### src/tcs_pkg.sv
// constants and types shared by the timer clock and clear selector
package tcs_pkg;
  // ------------------------------------------------------------
  // register map (byte addresses)
  // ------------------------------------------------------------
  localparam int NCH = 6;                     // timer channels
  localparam logic [7:0] OFF_CTRL0 = 8'h00;   // channel i at +4*i
  localparam logic [7:0] OFF_SYNC = 8'h18;    // sync participation
  localparam logic [7:0] OFF_MODE = 8'h1C;    // phase and buffer bits
  localparam logic [7:0] OFF_STAT = 8'h20;    // live outputs, read only
  localparam logic [7:0] CTRL_RST = 8'h00;
  localparam logic [5:0] SYNC_RST = 6'h00;
  localparam logic [5:0] MODE_RST = 6'h00;
  // ------------------------------------------------------------
  // control register fields
  // ------------------------------------------------------------
  localparam int CS_HI = 7;                   // clear select
  localparam int CS_LO = 5;
  localparam int EG_HI = 4;                   // edge select
  localparam int EG_LO = 3;
  localparam int CK_HI = 2;                   // clock select
  localparam int CK_LO = 0;
  localparam int MODE_PH = 0;                 // phase counting [5:0]
  localparam int MODE_BC = 8;                 // buffer on reg c
  localparam int MODE_BD = 16;                // buffer on reg d
  localparam int STAT_CLR = 8;                // clear outputs
  // channel masks: which channels own the feature
  localparam logic [5:0] PH_MASK = 6'h36;     // channels 1,2,4,5
  localparam logic [5:0] CD_MASK = 6'h09;     // channels 0,3
  // ------------------------------------------------------------
  // clear select codes
  // ------------------------------------------------------------
  localparam logic [2:0] CLR_A = 3'h1;
  localparam logic [2:0] CLR_B = 3'h2;
  localparam logic [2:0] CLR_SYN = 3'h3;
  localparam logic [2:0] CLR_C = 3'h5;
  localparam logic [2:0] CLR_D = 3'h6;
  localparam logic [2:0] CLR_SYN2 = 3'h7;
  // ------------------------------------------------------------
  // count sources and prescaler
  // ------------------------------------------------------------
  localparam int PRE_W = 12;                  // reaches divide by 4096
  typedef enum logic [3:0] {
    SRC_PHI1, SRC_D4, SRC_D16, SRC_D64, SRC_D256, SRC_D1024,
    SRC_D4096, SRC_PIN_A, SRC_PIN_B, SRC_PIN_C, SRC_PIN_D, SRC_OVF
  } tcs_src_t;
  localparam logic [1:0] RESP_OKAY = 2'h0;
  localparam logic [1:0] RESP_DECERR = 2'h3;
endpackage

### src/tcs_top.sv
// count source and counter clear selection for six timer channels
//
// Summary of operation
// - clear code 001 clears on register a event
// - code 010 clears on b; 000 none
// - code 011 follows other synchronous channel clears
// - sync participation only while sync bit set
// - buffered c or d never clears counter
// - clear select top bit zero on 1,2,4,5
// - codes 000-011 give divide 1,4,16,64
// - code 100 counts external pin a
// - channel 0: 101-111 pins b, c, d
// - channel 1: pin b, /256, channel 2 overflow
// - channel 2: pin b, pin c, /1024
// - channel 3: /1024, /256, /4096
// - channel 4: pin c, /1024, channel 5 overflow
// - channel 5: pin c, /256, pin d
// - phase counting mode ignores clock select
// - edge 00 rise, 01 fall, 1x both
// - edge ignored for /1 and overflow
`timescale 1ns/1ps
module tcs_top (
  input wire logic aclk,
  input wire logic aresetn,
  input wire logic [7:0] s_axi_awaddr,
  input wire logic s_axi_awvalid,
  output logic s_axi_awready,
  input wire logic [31:0] s_axi_wdata,
  input wire logic [3:0] s_axi_wstrb,
  input wire logic s_axi_wvalid,
  output logic s_axi_wready,
  output logic [1:0] s_axi_bresp,
  output logic s_axi_bvalid,
  input wire logic s_axi_bready,
  input wire logic [7:0] s_axi_araddr,
  input wire logic s_axi_arvalid,
  output logic s_axi_arready,
  output logic [31:0] s_axi_rdata,
  output logic [1:0] s_axi_rresp,
  output logic s_axi_rvalid,
  input wire logic s_axi_rready,
  input wire logic ext_clk_pin_a,
  input wire logic ext_clk_pin_b,
  input wire logic ext_clk_pin_c,
  input wire logic ext_clk_pin_d,
  input wire logic ch2_ovf_unf,
  input wire logic ch5_ovf_unf,
  input wire logic [5:0] gra_event,
  input wire logic [5:0] grb_event,
  input wire logic [5:0] grc_event,
  input wire logic [5:0] grd_event,
  output logic [5:0] count_en,
  output logic [5:0] counter_clear
);
  // ------------------------------------------------------------
  // state
  // ------------------------------------------------------------
  logic [7:0] ctrl_q [tcs_pkg::NCH];  // per channel control
  logic [7:0] ctrl_d [tcs_pkg::NCH];
  logic [5:0] sync_q, sync_d;         // sync participation
  logic [5:0] phase_q, phase_d;       // phase counting mode
  logic [5:0] bufc_q, bufc_d;         // reg c used as buffer
  logic [5:0] bufd_q, bufd_d;         // reg d used as buffer
  logic [tcs_pkg::PRE_W-1:0] pre_q, pre_d;  // shared prescaler
  logic [9:0] lvl;                    // tap and pin levels now
  logic [9:0] lvl_q;                  // the same one cycle back
  logic [5:0] en_d, en_q;
  logic [5:0] clr_d, clr_q;
  logic [5:0] own_clr;                // clears from local events
  // bus side
  logic aw_hold_q, aw_hold_d, w_hold_q, w_hold_d;
  logic [7:0] awaddr_q, awaddr_d;
  logic [31:0] wdata_q, wdata_d;
  logic wstrb0_q, wstrb0_d;
  logic awready_q, awready_d, wready_q, wready_d;
  logic bvalid_q, bvalid_d, arready_q, arready_d, rvalid_q, rvalid_d;
  logic [1:0] bresp_q, bresp_d, rresp_q, rresp_d;
  logic [31:0] rdata_q, rdata_d;

  // ------------------------------------------------------------
  // source lookup per channel and code
  // ------------------------------------------------------------
  // codes 0..4 are common; the upper three differ per channel
  function automatic tcs_pkg::tcs_src_t src_of(input int ch,
                                               input logic [2:0] c);
    tcs_pkg::tcs_src_t s;
    s = tcs_pkg::SRC_PHI1;
    unique case (c)
      3'h0: s = tcs_pkg::SRC_PHI1;
      3'h1: s = tcs_pkg::SRC_D4;
      3'h2: s = tcs_pkg::SRC_D16;
      3'h3: s = tcs_pkg::SRC_D64;
      3'h4: s = tcs_pkg::SRC_PIN_A;
      3'h5: begin
        if (ch == 0 || ch == 1 || ch == 2) s = tcs_pkg::SRC_PIN_B;
        else if (ch == 3) s = tcs_pkg::SRC_D1024;
        else s = tcs_pkg::SRC_PIN_C;
      end
      3'h6: begin
        if (ch == 0 || ch == 2) s = tcs_pkg::SRC_PIN_C;
        else if (ch == 4) s = tcs_pkg::SRC_D1024;
        else s = tcs_pkg::SRC_D256;
      end
      default: begin
        if (ch == 0 || ch == 5) s = tcs_pkg::SRC_PIN_D;
        else if (ch == 2) s = tcs_pkg::SRC_D1024;
        else if (ch == 3) s = tcs_pkg::SRC_D4096;
        else s = tcs_pkg::SRC_OVF;
      end
    endcase
    return s;
  endfunction

  // ------------------------------------------------------------
  // prescaler and level history
  // ------------------------------------------------------------
  // one free-running counter; its bits are square waves whose
  // edges become count enables, so no derived clocks exist
  always_comb begin
    pre_d = pre_q + 1'b1;
    lvl = {ext_clk_pin_d, ext_clk_pin_c, ext_clk_pin_b,
           ext_clk_pin_a, pre_q[11], pre_q[9], pre_q[7],
           pre_q[5], pre_q[3], pre_q[1]};
  end

  // ------------------------------------------------------------
  // per channel count enable and clear
  // ------------------------------------------------------------
  for (genvar i = 0; i < tcs_pkg::NCH; i++) begin : g_ch
    logic [2:0] cs;
    logic [1:0] eg;
    tcs_pkg::tcs_src_t src;
    logic lv, pv, ovf, ce, oc;
    always_comb begin
      cs = ctrl_q[i][tcs_pkg::CS_HI:tcs_pkg::CS_LO];
      eg = ctrl_q[i][tcs_pkg::EG_HI:tcs_pkg::EG_LO];
      src = src_of(i, ctrl_q[i][tcs_pkg::CK_HI:tcs_pkg::CK_LO]);
      ovf = (i == 1) ? ch2_ovf_unf : ch5_ovf_unf;
      lv = 1'b0;
      pv = 1'b0;
      if (src != tcs_pkg::SRC_PHI1 && src != tcs_pkg::SRC_OVF) begin
        lv = lvl[4'(src) - 4'h1];
        pv = lvl_q[4'(src) - 4'h1];
      end
      if (src == tcs_pkg::SRC_PHI1) begin
        ce = 1'b1;
      end else if (src == tcs_pkg::SRC_OVF) begin
        ce = ovf;
      end else if (eg[1]) begin
        ce = lv ^ pv;
      end else if (eg[0]) begin
        ce = pv & ~lv;
      end else begin
        ce = lv & ~pv;
      end
      // phase counting channels take counts from the quadrature
      // logic outside, so the selected source is dropped here
      en_d[i] = ce & ~phase_q[i];
      // local clear sources; a buffered c or d raises no event
      unique case (cs)
        tcs_pkg::CLR_A: oc = gra_event[i];
        tcs_pkg::CLR_B: oc = grb_event[i];
        tcs_pkg::CLR_C: oc = grc_event[i] & ~bufc_q[i];
        tcs_pkg::CLR_D: oc = grd_event[i] & ~bufd_q[i];
        default: oc = 1'b0;
      endcase
    end
    assign own_clr[i] = oc;
  end

  // synchronous clearing: only participants follow, and only
  // another participant's local clear counts, so no loop forms
  always_comb begin
    for (int i = 0; i < tcs_pkg::NCH; i++) begin
      logic [2:0] c;
      logic [5:0] others;
      c = ctrl_q[i][tcs_pkg::CS_HI:tcs_pkg::CS_LO];
      others = own_clr & sync_q & ~(6'h01 << i);
      clr_d[i] = own_clr[i];
      if ((c == tcs_pkg::CLR_SYN || c == tcs_pkg::CLR_SYN2)
          && sync_q[i]) begin
        clr_d[i] = |others;
      end
    end
  end

  // ------------------------------------------------------------
  // axi4-lite write path
  // ------------------------------------------------------------
  // address and data are caught separately in either order; the
  // write lands once both are held and no response is pending
  always_comb begin
    logic [7:0] a;
    logic [31:0] wd;
    logic go;
    a = (s_axi_awvalid & awready_q) ? s_axi_awaddr : awaddr_q;
    wd = (s_axi_wvalid & wready_q) ? s_axi_wdata : wdata_q;
    aw_hold_d = aw_hold_q | (s_axi_awvalid & awready_q);
    w_hold_d = w_hold_q | (s_axi_wvalid & wready_q);
    go = aw_hold_d & w_hold_d & ~bvalid_q;
    awaddr_d = a;
    wdata_d = wd;
    wstrb0_d = (s_axi_wvalid & wready_q) ? s_axi_wstrb[0] : wstrb0_q;
    bvalid_d = bvalid_q & ~s_axi_bready;
    bresp_d = bresp_q;
    ctrl_d = ctrl_q;
    sync_d = sync_q;
    phase_d = phase_q;
    bufc_d = bufc_q;
    bufd_d = bufd_q;
    if (go) begin
      aw_hold_d = 1'b0;
      w_hold_d = 1'b0;
      bvalid_d = 1'b1;
      bresp_d = tcs_pkg::RESP_OKAY;
      if (a[1:0] == 2'h0 && a < tcs_pkg::OFF_SYNC) begin
        // only byte lane 0 holds bits; other lanes are dropped
        if (wstrb0_d) begin
          ctrl_d[a[4:2]] = wd[7:0];
          if (!tcs_pkg::CD_MASK[a[4:2]]) begin
            ctrl_d[a[4:2]][tcs_pkg::CS_HI] = 1'b0;
          end
        end
      end else if (a == tcs_pkg::OFF_SYNC) begin
        if (wstrb0_d) sync_d = wd[5:0];
      end else if (a == tcs_pkg::OFF_MODE) begin
        // lanes 0 to 2 each carry one group of mode bits; lane 3 is unused
        // the held lane 0 strobe, since data may have come earlier
        if (wstrb0_d) begin
          phase_d = wd[tcs_pkg::MODE_PH +: 6] & tcs_pkg::PH_MASK;
        end
        bufc_d = wd[tcs_pkg::MODE_BC +: 6] & tcs_pkg::CD_MASK;
        bufd_d = wd[tcs_pkg::MODE_BD +: 6] & tcs_pkg::CD_MASK;
      end else if (a != tcs_pkg::OFF_STAT) begin
        bresp_d = tcs_pkg::RESP_DECERR;          // unmapped
      end
    end
    awready_d = ~aw_hold_d & ~bvalid_d;
    wready_d = ~w_hold_d & ~bvalid_d;
  end

  // ------------------------------------------------------------
  // axi4-lite read path
  // ------------------------------------------------------------
  // one read at a time; data is latched at the address handshake
  always_comb begin
    logic [7:0] a;
    a = s_axi_araddr;
    rvalid_d = rvalid_q & ~s_axi_rready;
    rdata_d = rdata_q;
    rresp_d = rresp_q;
    if (s_axi_arvalid & arready_q) begin
      rvalid_d = 1'b1;
      rresp_d = tcs_pkg::RESP_OKAY;
      rdata_d = 32'h0000_0000;
      if (a[1:0] == 2'h0 && a < tcs_pkg::OFF_SYNC) begin
        rdata_d[7:0] = ctrl_q[a[4:2]];
      end else if (a == tcs_pkg::OFF_SYNC) begin
        rdata_d[5:0] = sync_q;
      end else if (a == tcs_pkg::OFF_MODE) begin
        rdata_d[tcs_pkg::MODE_PH +: 6] = phase_q;
        rdata_d[tcs_pkg::MODE_BC +: 6] = bufc_q;
        rdata_d[tcs_pkg::MODE_BD +: 6] = bufd_q;
      end else if (a == tcs_pkg::OFF_STAT) begin
        rdata_d[5:0] = en_q;
        rdata_d[tcs_pkg::STAT_CLR +: 6] = clr_q;
      end else begin
        rresp_d = tcs_pkg::RESP_DECERR;
      end
    end
    arready_d = ~rvalid_d;
  end

  // ------------------------------------------------------------
  // registers
  // ------------------------------------------------------------
  always_ff @(posedge aclk) begin
    if (!aresetn) begin
      for (int i = 0; i < tcs_pkg::NCH; i++) begin
        ctrl_q[i] <= tcs_pkg::CTRL_RST;
      end
      sync_q <= tcs_pkg::SYNC_RST;
      phase_q <= tcs_pkg::MODE_RST;
      bufc_q <= tcs_pkg::MODE_RST;
      bufd_q <= tcs_pkg::MODE_RST;
      pre_q <= '0;
      lvl_q <= 10'h000;
      en_q <= 6'h00;
      clr_q <= 6'h00;
      aw_hold_q <= 1'b0;
      w_hold_q <= 1'b0;
      awaddr_q <= 8'h00;
      wdata_q <= 32'h0000_0000;
      wstrb0_q <= 1'b0;
      awready_q <= 1'b0;
      wready_q <= 1'b0;
      bvalid_q <= 1'b0;
      bresp_q <= 2'h0;
      arready_q <= 1'b0;
      rvalid_q <= 1'b0;
      rdata_q <= 32'h0000_0000;
      rresp_q <= 2'h0;
    end else begin
      ctrl_q <= ctrl_d;
      sync_q <= sync_d;
      phase_q <= phase_d;
      bufc_q <= bufc_d;
      bufd_q <= bufd_d;
      pre_q <= pre_d;
      lvl_q <= lvl;
      en_q <= en_d;
      clr_q <= clr_d;
      aw_hold_q <= aw_hold_d;
      w_hold_q <= w_hold_d;
      awaddr_q <= awaddr_d;
      wdata_q <= wdata_d;
      wstrb0_q <= wstrb0_d;
      awready_q <= awready_d;
      wready_q <= wready_d;
      bvalid_q <= bvalid_d;
      bresp_q <= bresp_d;
      arready_q <= arready_d;
      rvalid_q <= rvalid_d;
      rdata_q <= rdata_d;
      rresp_q <= rresp_d;
    end
  end

  // outputs straight from flops
  assign s_axi_awready = awready_q;
  assign s_axi_wready = wready_q;
  assign s_axi_bvalid = bvalid_q;
  assign s_axi_bresp = bresp_q;
  assign s_axi_arready = arready_q;
  assign s_axi_rvalid = rvalid_q;
  assign s_axi_rdata = rdata_q;
  assign s_axi_rresp = rresp_q;
  assign count_en = en_q;
  assign counter_clear = clr_q;
endmodule

### config.mk
export PLATFORM = sky130hd
export DESIGN_NAME = tcs_top
export DESIGN_NICKNAME = d
export VERILOG_FILES = /design/src/tcs_pkg.sv /design/src/tcs_top.sv
export SDC_FILE = /design/constraint.sdc
export NUM_CORES = 1
export LEC_CHECK = 0
export CAP_MARGIN = 20
export CORE_UTILIZATION = 40
export DETAILED_ROUTE_END_ITERATION = 7
export DONT_BUFFER_PORTS = 1
export GPL_TIMING_DRIVEN = 0
export PLACE_DENSITY = 0.6
export SYNTH_ARGS = -nofsm -noshare
export SYNTH_HDL_FRONTEND = slang
export SYNTH_SLANG_ARGS = --single-unit
### constraint.sdc
create_clock -name aclk -period 3.65 [get_ports aclk]
set_input_delay 0.73 -clock aclk [delete_from_list [all_inputs] [get_ports aclk]]
set_output_delay 0.73 -clock aclk [all_outputs]
set_load 0.02 [all_outputs]
==> metrics.md, run 1 <==
| Metric | Value |
|---|---|
| Core Rows | 52 |
| DP Wirelength | 17,800 um |
| Max-cap violation count | 0 |
| Power density over the cells | 396 nW/um^2 |
| Setup violators final | 0 |
| DRC violations left | 0 |
| Placer Congestion | 0.848 |
| Final max-slew violation count | 0 |
| Final Util | 45.7% |
| Cell taking the most area after synthesis | dfxtp_1 |
| Share of cells above drive strength 1 | 12.1% |
| Placed Instance Area | 8630 um^2 |
| I/O Buffers | 0 |
| Sink Count | 142 |
| Ys flop type | dfxtp_1 |
| All-layer global routing usage | 23.0% |
| Yosys warns | 0 |
| Max Fclk | 298 MHz |
| Area share of the leading cell type in the synthesized netlist | 34.5% |
| Root Driver | clkbuf_16 |
| Register area share after synthesis | 34.5% |
| Post-Syn Instances | 968 |
| Yosys cell types | 69 |
| Routed len/inst | 18.8 um |
| Vias in the first global route | 6,567 |
| FILL cells | 1,972 |
| Syn avg cell area | 8.51 um^2 |
| Slew @ Worst Pin | 1.02 ns |
| Total core area | 20,200 um^2 |
| RSZ-0062 raised after global routing | no |
| Post-CTS Setup Bufs | 0 |
| Worst Skew | 0.0116 ns |
| Crit Path Category | reg -> reg |
| Clk buf depth | 2 |
| Worst vdd ir | 0.000294 V |
| DRT Pass-1 Iters | 7 |
| Crit Path Max Fanout | 10 |
| CTS tree | yes |
| Hold crit path type | in -> reg |
| Number of flops mapped to enable cells by yosys | 0 |
| GRT overflow | 0 |
| Vias/cell | 5.60 |
| Final Hold Fails | 0 |
| Final WL | 24,100 um |
| Synth top area cells | dfxtp_1 (35%), mux2i_1 (9.7%), nand2_1 (6.3%) |
| Most frequent cells in the layout | dfxtp_1 (142), nand2_1 (138), mux2i_1 (80) |
| Worst setup EP type | flop |
| CTS clock-pin slew for the worst setup and hold paths | 0.06 ns |
| Die area | 21,200 um^2 |
| Clock H-tree levels | 4 |
| Die X | 146 um |
| I/O Pins | 142 |
| #FFs+latches synth | 142 |
| CTS Buf Count | 17 |
| Fin crit share | 91.9% |
| Asr flop ratio synth | 0% |
| Detail Route Antenna Nets | 0 |
| Final #Nets | 1,111 |
| Initial DRC count | 480 |
| Pleak | 3.62 nW |
| Via count | 7,194 |
| Area grow syn2layout | 12.2% |
| CP arrival | 3.65 ns |
| Starting density of the core | 40.7% |
| Setup TNS | 0 ns |
| Critical Path Start Type | flop |
| Final Cell Area | 9240 um^2 |
| WP data required | 3.95 ns |
| Synthesized area | 8240 um^2 |
| Outcome | finished clean |
| Initial antenna violation count | 0 |
| Clk_lat worst skew | 0.44 ns |
| Slew headroom | 31.4% |
| Die Span Y | 146 um |
| R2R setup slack | 0.30 ns |
| # diodes | 0 |
| Commonest non-fill, non-tap cell in the layout | dfxtp_1 |
| Pin count of the biggest net entering global routing | 17 |
| Final min period | 3.35 ns |
| First-pass GRT wire length | 37,500 um |
[flip-flops by register name, summed over array words and instances (netlist names), 2 cells and up, named ones only]
name	flops
ctrl_q	44
s_axi_rdata	16
pre_q	12
wdata_q	12
lvl_q	10
awaddr_q	8
count_en	6
counter_clear	6
sync_q	6
phase_q	4
bufc_q	2
bufd_q	2
[per-layer routing]
| metal | routed length [um] | up-vias | global-route usage, % |
|---|---|---|---|
| met5 | 0 | - | 0 |
| met4 | 373 | 0 | 7.00 |
| met3 | 1740 | 28 | 4.92 |
| met2 | 11000 | 258 | 36.8 |
| met1 | 11000 | 3434 | 31.0 |
| li1 | - | 3474 | - |
[power breakdown]
| group | leakage, nW | total, mW | internal, mW | switching [mW] |
|---|---|---|---|---|
| combinational | 2.19 | 0.268 | 0.0925 | 0.175 |
| clock | 0.284 | 1.76 | 1.02 | 0.746 |
| sequential | 1.15 | 1.63 | 1.58 | 0.0457 |
[synthesized netlist by cell type (4+ instances only)]
| cell type | n |
|---|---|
| mux2_4 | 4 |
| o21ai_0 | 46 |
| mux2_2 | 19 |
| nand3b_1 | 9 |
| nor2b_1 | 17 |
| and2_1 | 20 |
| mux2i_1 | 80 |
| clkbuf_1 | 54 |
| a211oi_1 | 8 |
| nor3_1 | 16 |
| ha_1 | 21 |
| and3_1 | 8 |
| a32o_1 | 5 |
| a21oi_1 | 55 |
| nand4_1 | 6 |
| a21o_1 | 16 |
| nand4_2 | 4 |
| buf_2 | 4 |
| dfxtp_1 | 142 |
| o22ai_1 | 10 |
| nand3_1 | 35 |
| nand2b_1 | 17 |
| nor2_1 | 58 |
| a221oi_1 | 5 |
| nand2_1 | 138 |
| o21a_1 | 4 |
| a31oi_1 | 6 |
| inv_1 | 32 |
| buf_4 | 18 |
| xor2_1 | 8 |
| o211ai_1 | 4 |
| a22oi_1 | 11 |
| xnor2_1 | 4 |
| o221ai_1 | 6 |
| or3_1 | 9 |
| mux4_2 | 13 |
[path summary, 6_finish.rpt]
kind                            from                endpoint  cells past startpoint
max reg2reg  ctrl_q[40]$_SDFFE_PN0P_  count_en[0]$_SDFF_PN0_                     16
min reg2reg      pre_q[0]$_SDFF_PN0_     pre_q[0]$_SDFF_PN0_                      1
max          ctrl_q[40]$_SDFFE_PN0P_  count_en[0]$_SDFF_PN0_                     16
min                    ext_clk_pin_c     lvl_q[8]$_SDFF_PN0_                      1
[what timing repair did]
item / 4_1_cts / 5_1_grt
endpoints found under the hold margin: 0 / 0
resized for setup: 0 / 18
hold buffers: 0 / 0
setup endpoints to repair: 0 / 2
[cells by family after synthesis]
family	share of synthesized area (%)
buf+inv	6.35
fa+ha+maj	3.19
simple gates	21.9
other cells	0.0455
xor+xnor	1.28
flops	34.5
compound gates	15.8
mux	16.9
[final cells by class]
cell class / count / area (um^2) / area share, %
plain buffers: 81 / 408 / 4.41
clock buffers: 18 / 429 / 4.64
clock inverters: 14 / 154 / 1.66
inverters: 32 / 120 / 1.30
multi-input cells: 727 / 4950 / 53.6
flip-flops and latches: 142 / 2840 / 30.8
well taps: 270 / 338 / 3.65
[critical path, stage by stage, from the launching register on]
cell and delay, ns:
dfxtp_1 0.38, clkbuf_4 0.23, nand2b_1 0.19, xor2_2 0.17
inv_1 0.06, ha_2 0.41, nor2b_2 0.18, nand2_1 0.07
a21oi_1 0.14, o221ai_1 0.16, or3_1 0.37, ha_1 0.18
nor2b_1 0.12, a211oi_1 0.20, a21oi_1 0.08, o31ai_1 0.19
a21oi_1 0.09
[metrics by stage]
| step | hold WS (ns) | total power [mW] | worst slack [ns] | instances |
|---|---|---|---|---|
| finish | 0.419 | 3.66 | 0.297 | 1284 |
| global route | 0.422 | 3.77 | 0.0462 | 1284 |
| CTS | 0.412 | 3.67 | 0.0314 | 1285 |
| detailed placement | 0.441 | 1.93 | 0.0337 | 1253 |
| global placement | 0.430 | 1.92 | 0.113 | 1253 |
| floorplan | 0.413 | 1.85 | 0.545 | 983 |
No activity file was read; power rests on OpenSTA's default activity.
==> run 2: changes to the inputs <==
--- a/config.mk
+++ b/config.mk
@@ -6,6 +6,7 @@
 export NUM_CORES = 1
 export LEC_CHECK = 0
 export CAP_MARGIN = 20
+export CORE_ASPECT_RATIO = 2
 export CORE_UTILIZATION = 40
 export DETAILED_ROUTE_END_ITERATION = 7
 export DONT_BUFFER_PORTS = 1
==> metrics.md, run 2 (same netlist as run 1, synthesis figures left out) <==
| Metric | Value |
|---|---|
| Core Rows | 73 |
| Fin cells | 1,275 |
| Met2 Routed Length | 14,800 um |
| Fin crit share | 95.7% |
| # diodes | 0 |
| Crit Path Category | reg -> reg |
| DRC violations left | 0 |
| Reg2Reg Depth | 16 |
| Wire length on met3 | 1370 um |
| Final max-slew violation count | 0 |
| Worst path depth | 16 |
| RR Endpoint | count_en[2]$_SDFF_PN0_ |
| Hold crit path type | in -> reg |
| Final Hold Fails | 0 |
| Largest Register | ctrl_q |
| Register area | 2840 um^2 |
| DP Wirelength | 21,500 um |
| Critical path's top delay family | compound AO/OA/AOI/OAI gates |
| Critical path, cell by cell | clkbuf_1 -> clkbuf_2 -> o21a_1 -> inv_1 -> ha_1 -> nand2b_1 -> o21ai_0 -> o21ai_0 -> a31oi_1 -> a21o_1 -> ha_1 -> nor2b_1 -> a211oi_1 -> a21oi_1 -> mux2i_1 -> a211oi_2 |
| Area grow syn2layout | 12.0% |
| Max reg flops | 44 |
| Total core area | 20,000 um^2 |
| Detail Route Antenna Nets | 0 |
| CTS clock-pin slew for the worst setup and hold paths | 0.06 ns |
| FF-to-FF Start | ctrl_q[24]$_SDFFE_PN0P_ |
| Starting density of the core | 41.2% |
| Worst Skew | 0.00894 ns |
| Power density over the cells | 393 nW/um^2 |
| Root Driver | clkbuf_16 |
| CTS tree | yes |
| Sink Count | 142 |
| Cts hold-fix bufs | 0 |
| Final WL | 27,800 um |
| Placer Congestion | 0.925 |
| DRT Pass-1 Iters | 8 |
| Most frequent cells in the layout | dfxtp_1 (142), nand2_1 (138), mux2i_1 (80) |
| Final min period | 3.49 ns |
| I/O Buffers | 0 |
| WP data required | 3.90 ns |
| Dpl cells | 1,245 |
| All-layer global routing usage | 27.1% |
| Worst vdd ir | 0.000216 V |
| Die X | 103 um |
| Commonest non-fill, non-tap cell in the layout | dfxtp_1 |
| Max-cap violation count | 0 |
| Max Used Layer | met4 |
| Die Span Y | 205 um |
| I/O Pins | 142 |
| First-pass GRT wire length | 41,100 um |
| RSZ-0062 raised after global routing | yes |
| Worst path max stage delay | 0.35 ns |
| Final Power | 3.63 mW |
| Crit-path slowest cell | o21ai_0 |
| Setup violators final | 0 |
| GRT overflow | 0 |
| Outcome | finished clean |
| Slew @ Worst Pin | 0.886 ns |
| Vias in the first global route | 7,119 |
| Final #Nets | 1,111 |
| Die area | 21,200 um^2 |
| Buf/Inv on CP | 3 |
| Critical Path Start Type | flop |
| CP endpoint | count_en[2]$_SDFF_PN0_ |
| Pleak | 3.61 nW |
| R2R setup slack | 0.16 ns |
| FILL cells | 1,970 |
| Clk_lat worst skew | 0.43 ns |
| Initial DRC count | 393 |
| Clock H-tree levels | 4 |
| Pin count of the biggest net entering global routing | 17 |
| CTS Buf Count | 17 |
| Worst setup EP type | flop |
| Initial antenna violation count | 0 |
| Max Fclk | 286 MHz |
| Vias/cell | 5.73 |
| Clk buf depth | 2 |
| Slew headroom | 39.3% |
| Via count | 7,310 |
| Crit. Startpoint | ctrl_q[24]$_SDFFE_PN0P_ |
| Wl on met1 | 8860 um |
| Routed len/inst | 21.8 um |
| Share of cells above drive strength 1 | 11.9% |
| CP arrival | 3.75 ns |
| Multi-input gate area in the final layout | 4950 um^2 |
| Crit Path Max Fanout | 10 |
-- run 2: power breakdown --
group          leakage [nW]  switching [mW]  internal [mW]
Clock                 0.275           0.686           1.04
Sequential             1.15          0.0480           1.58
Combinational          2.19           0.185         0.0929
-- run 2: layout make-up --
cell class              instances  share of cell area [%]
plain buffers                  81                    4.45
clock buffers                  21                    4.99
flip-flops and latches        142                    30.8
clock inverters                10                    1.25
well taps                     262                    3.55
inverters                      32                    1.30
multi-input cells             727                    53.6
-- run 2: routing by layer --
layer / up-vias / GRT usage (%)
li1: 3472 / -
met1: 3458 / 23.7
met2: 262 / 49.5
met3: 118 / 5.39
met4: 0 / 25.1
met5: - / 0
-- run 2: worst min path at each step --
stage	startpoint	to	slack (ns)	cells after the start
after floorplan	pre_q[0]$_SDFF_PN0_	pre_q[0]$_SDFF_PN0_	0.41	1
after global placement	pre_q[0]$_SDFF_PN0_	pre_q[0]$_SDFF_PN0_	0.43	1
after detailed placement	pre_q[0]$_SDFF_PN0_	pre_q[0]$_SDFF_PN0_	0.43	1
after CTS	ext_clk_pin_c	lvl_q[8]$_SDFF_PN0_	0.41	1
after global routing	ext_clk_pin_c	lvl_q[8]$_SDFF_PN0_	0.42	1
final	ext_clk_pin_c	lvl_q[8]$_SDFF_PN0_	0.42	1
-- run 2: repair_timing --
action / 4_1_cts / 5_1_grt
cloned: 0 / 0
setup buffers: 0 / 0
resized for setup: 3 / 15
setup endpoints to repair: 2 / 2
-- run 2: worst register-to-register path: cells and delay by family, from the launching register on --
family	cells	cell delay, ns
buf+inv	3	0.69
mux	1	0.21
simple gates	2	0.23
flops	1	0.31
fa+ha+maj	2	0.51
compound gates	8	1.38
-- run 2: through the flow --
| stage | hold WS [ns] | setup WS, ns | cell area [um^2] | util (%) | TNS (ns) |
|---|---|---|---|---|---|
| global route | 0.416 | -0.0112 | 9230 | 46.1 | -0.0112 |
| finish | 0.420 | 0.157 | 9230 | 46.1 | 0 |
| floorplan | 0.413 | 0.545 | 8290 | - | 0 |
| CTS | 0.413 | 0.0118 | 9210 | 46.0 | 0 |
| detailed placement | 0.434 | -0.0867 | 8620 | 43.1 | -0.173 |
| global placement | 0.425 | -0.0859 | 8620 | 43.1 | -0.0900 |
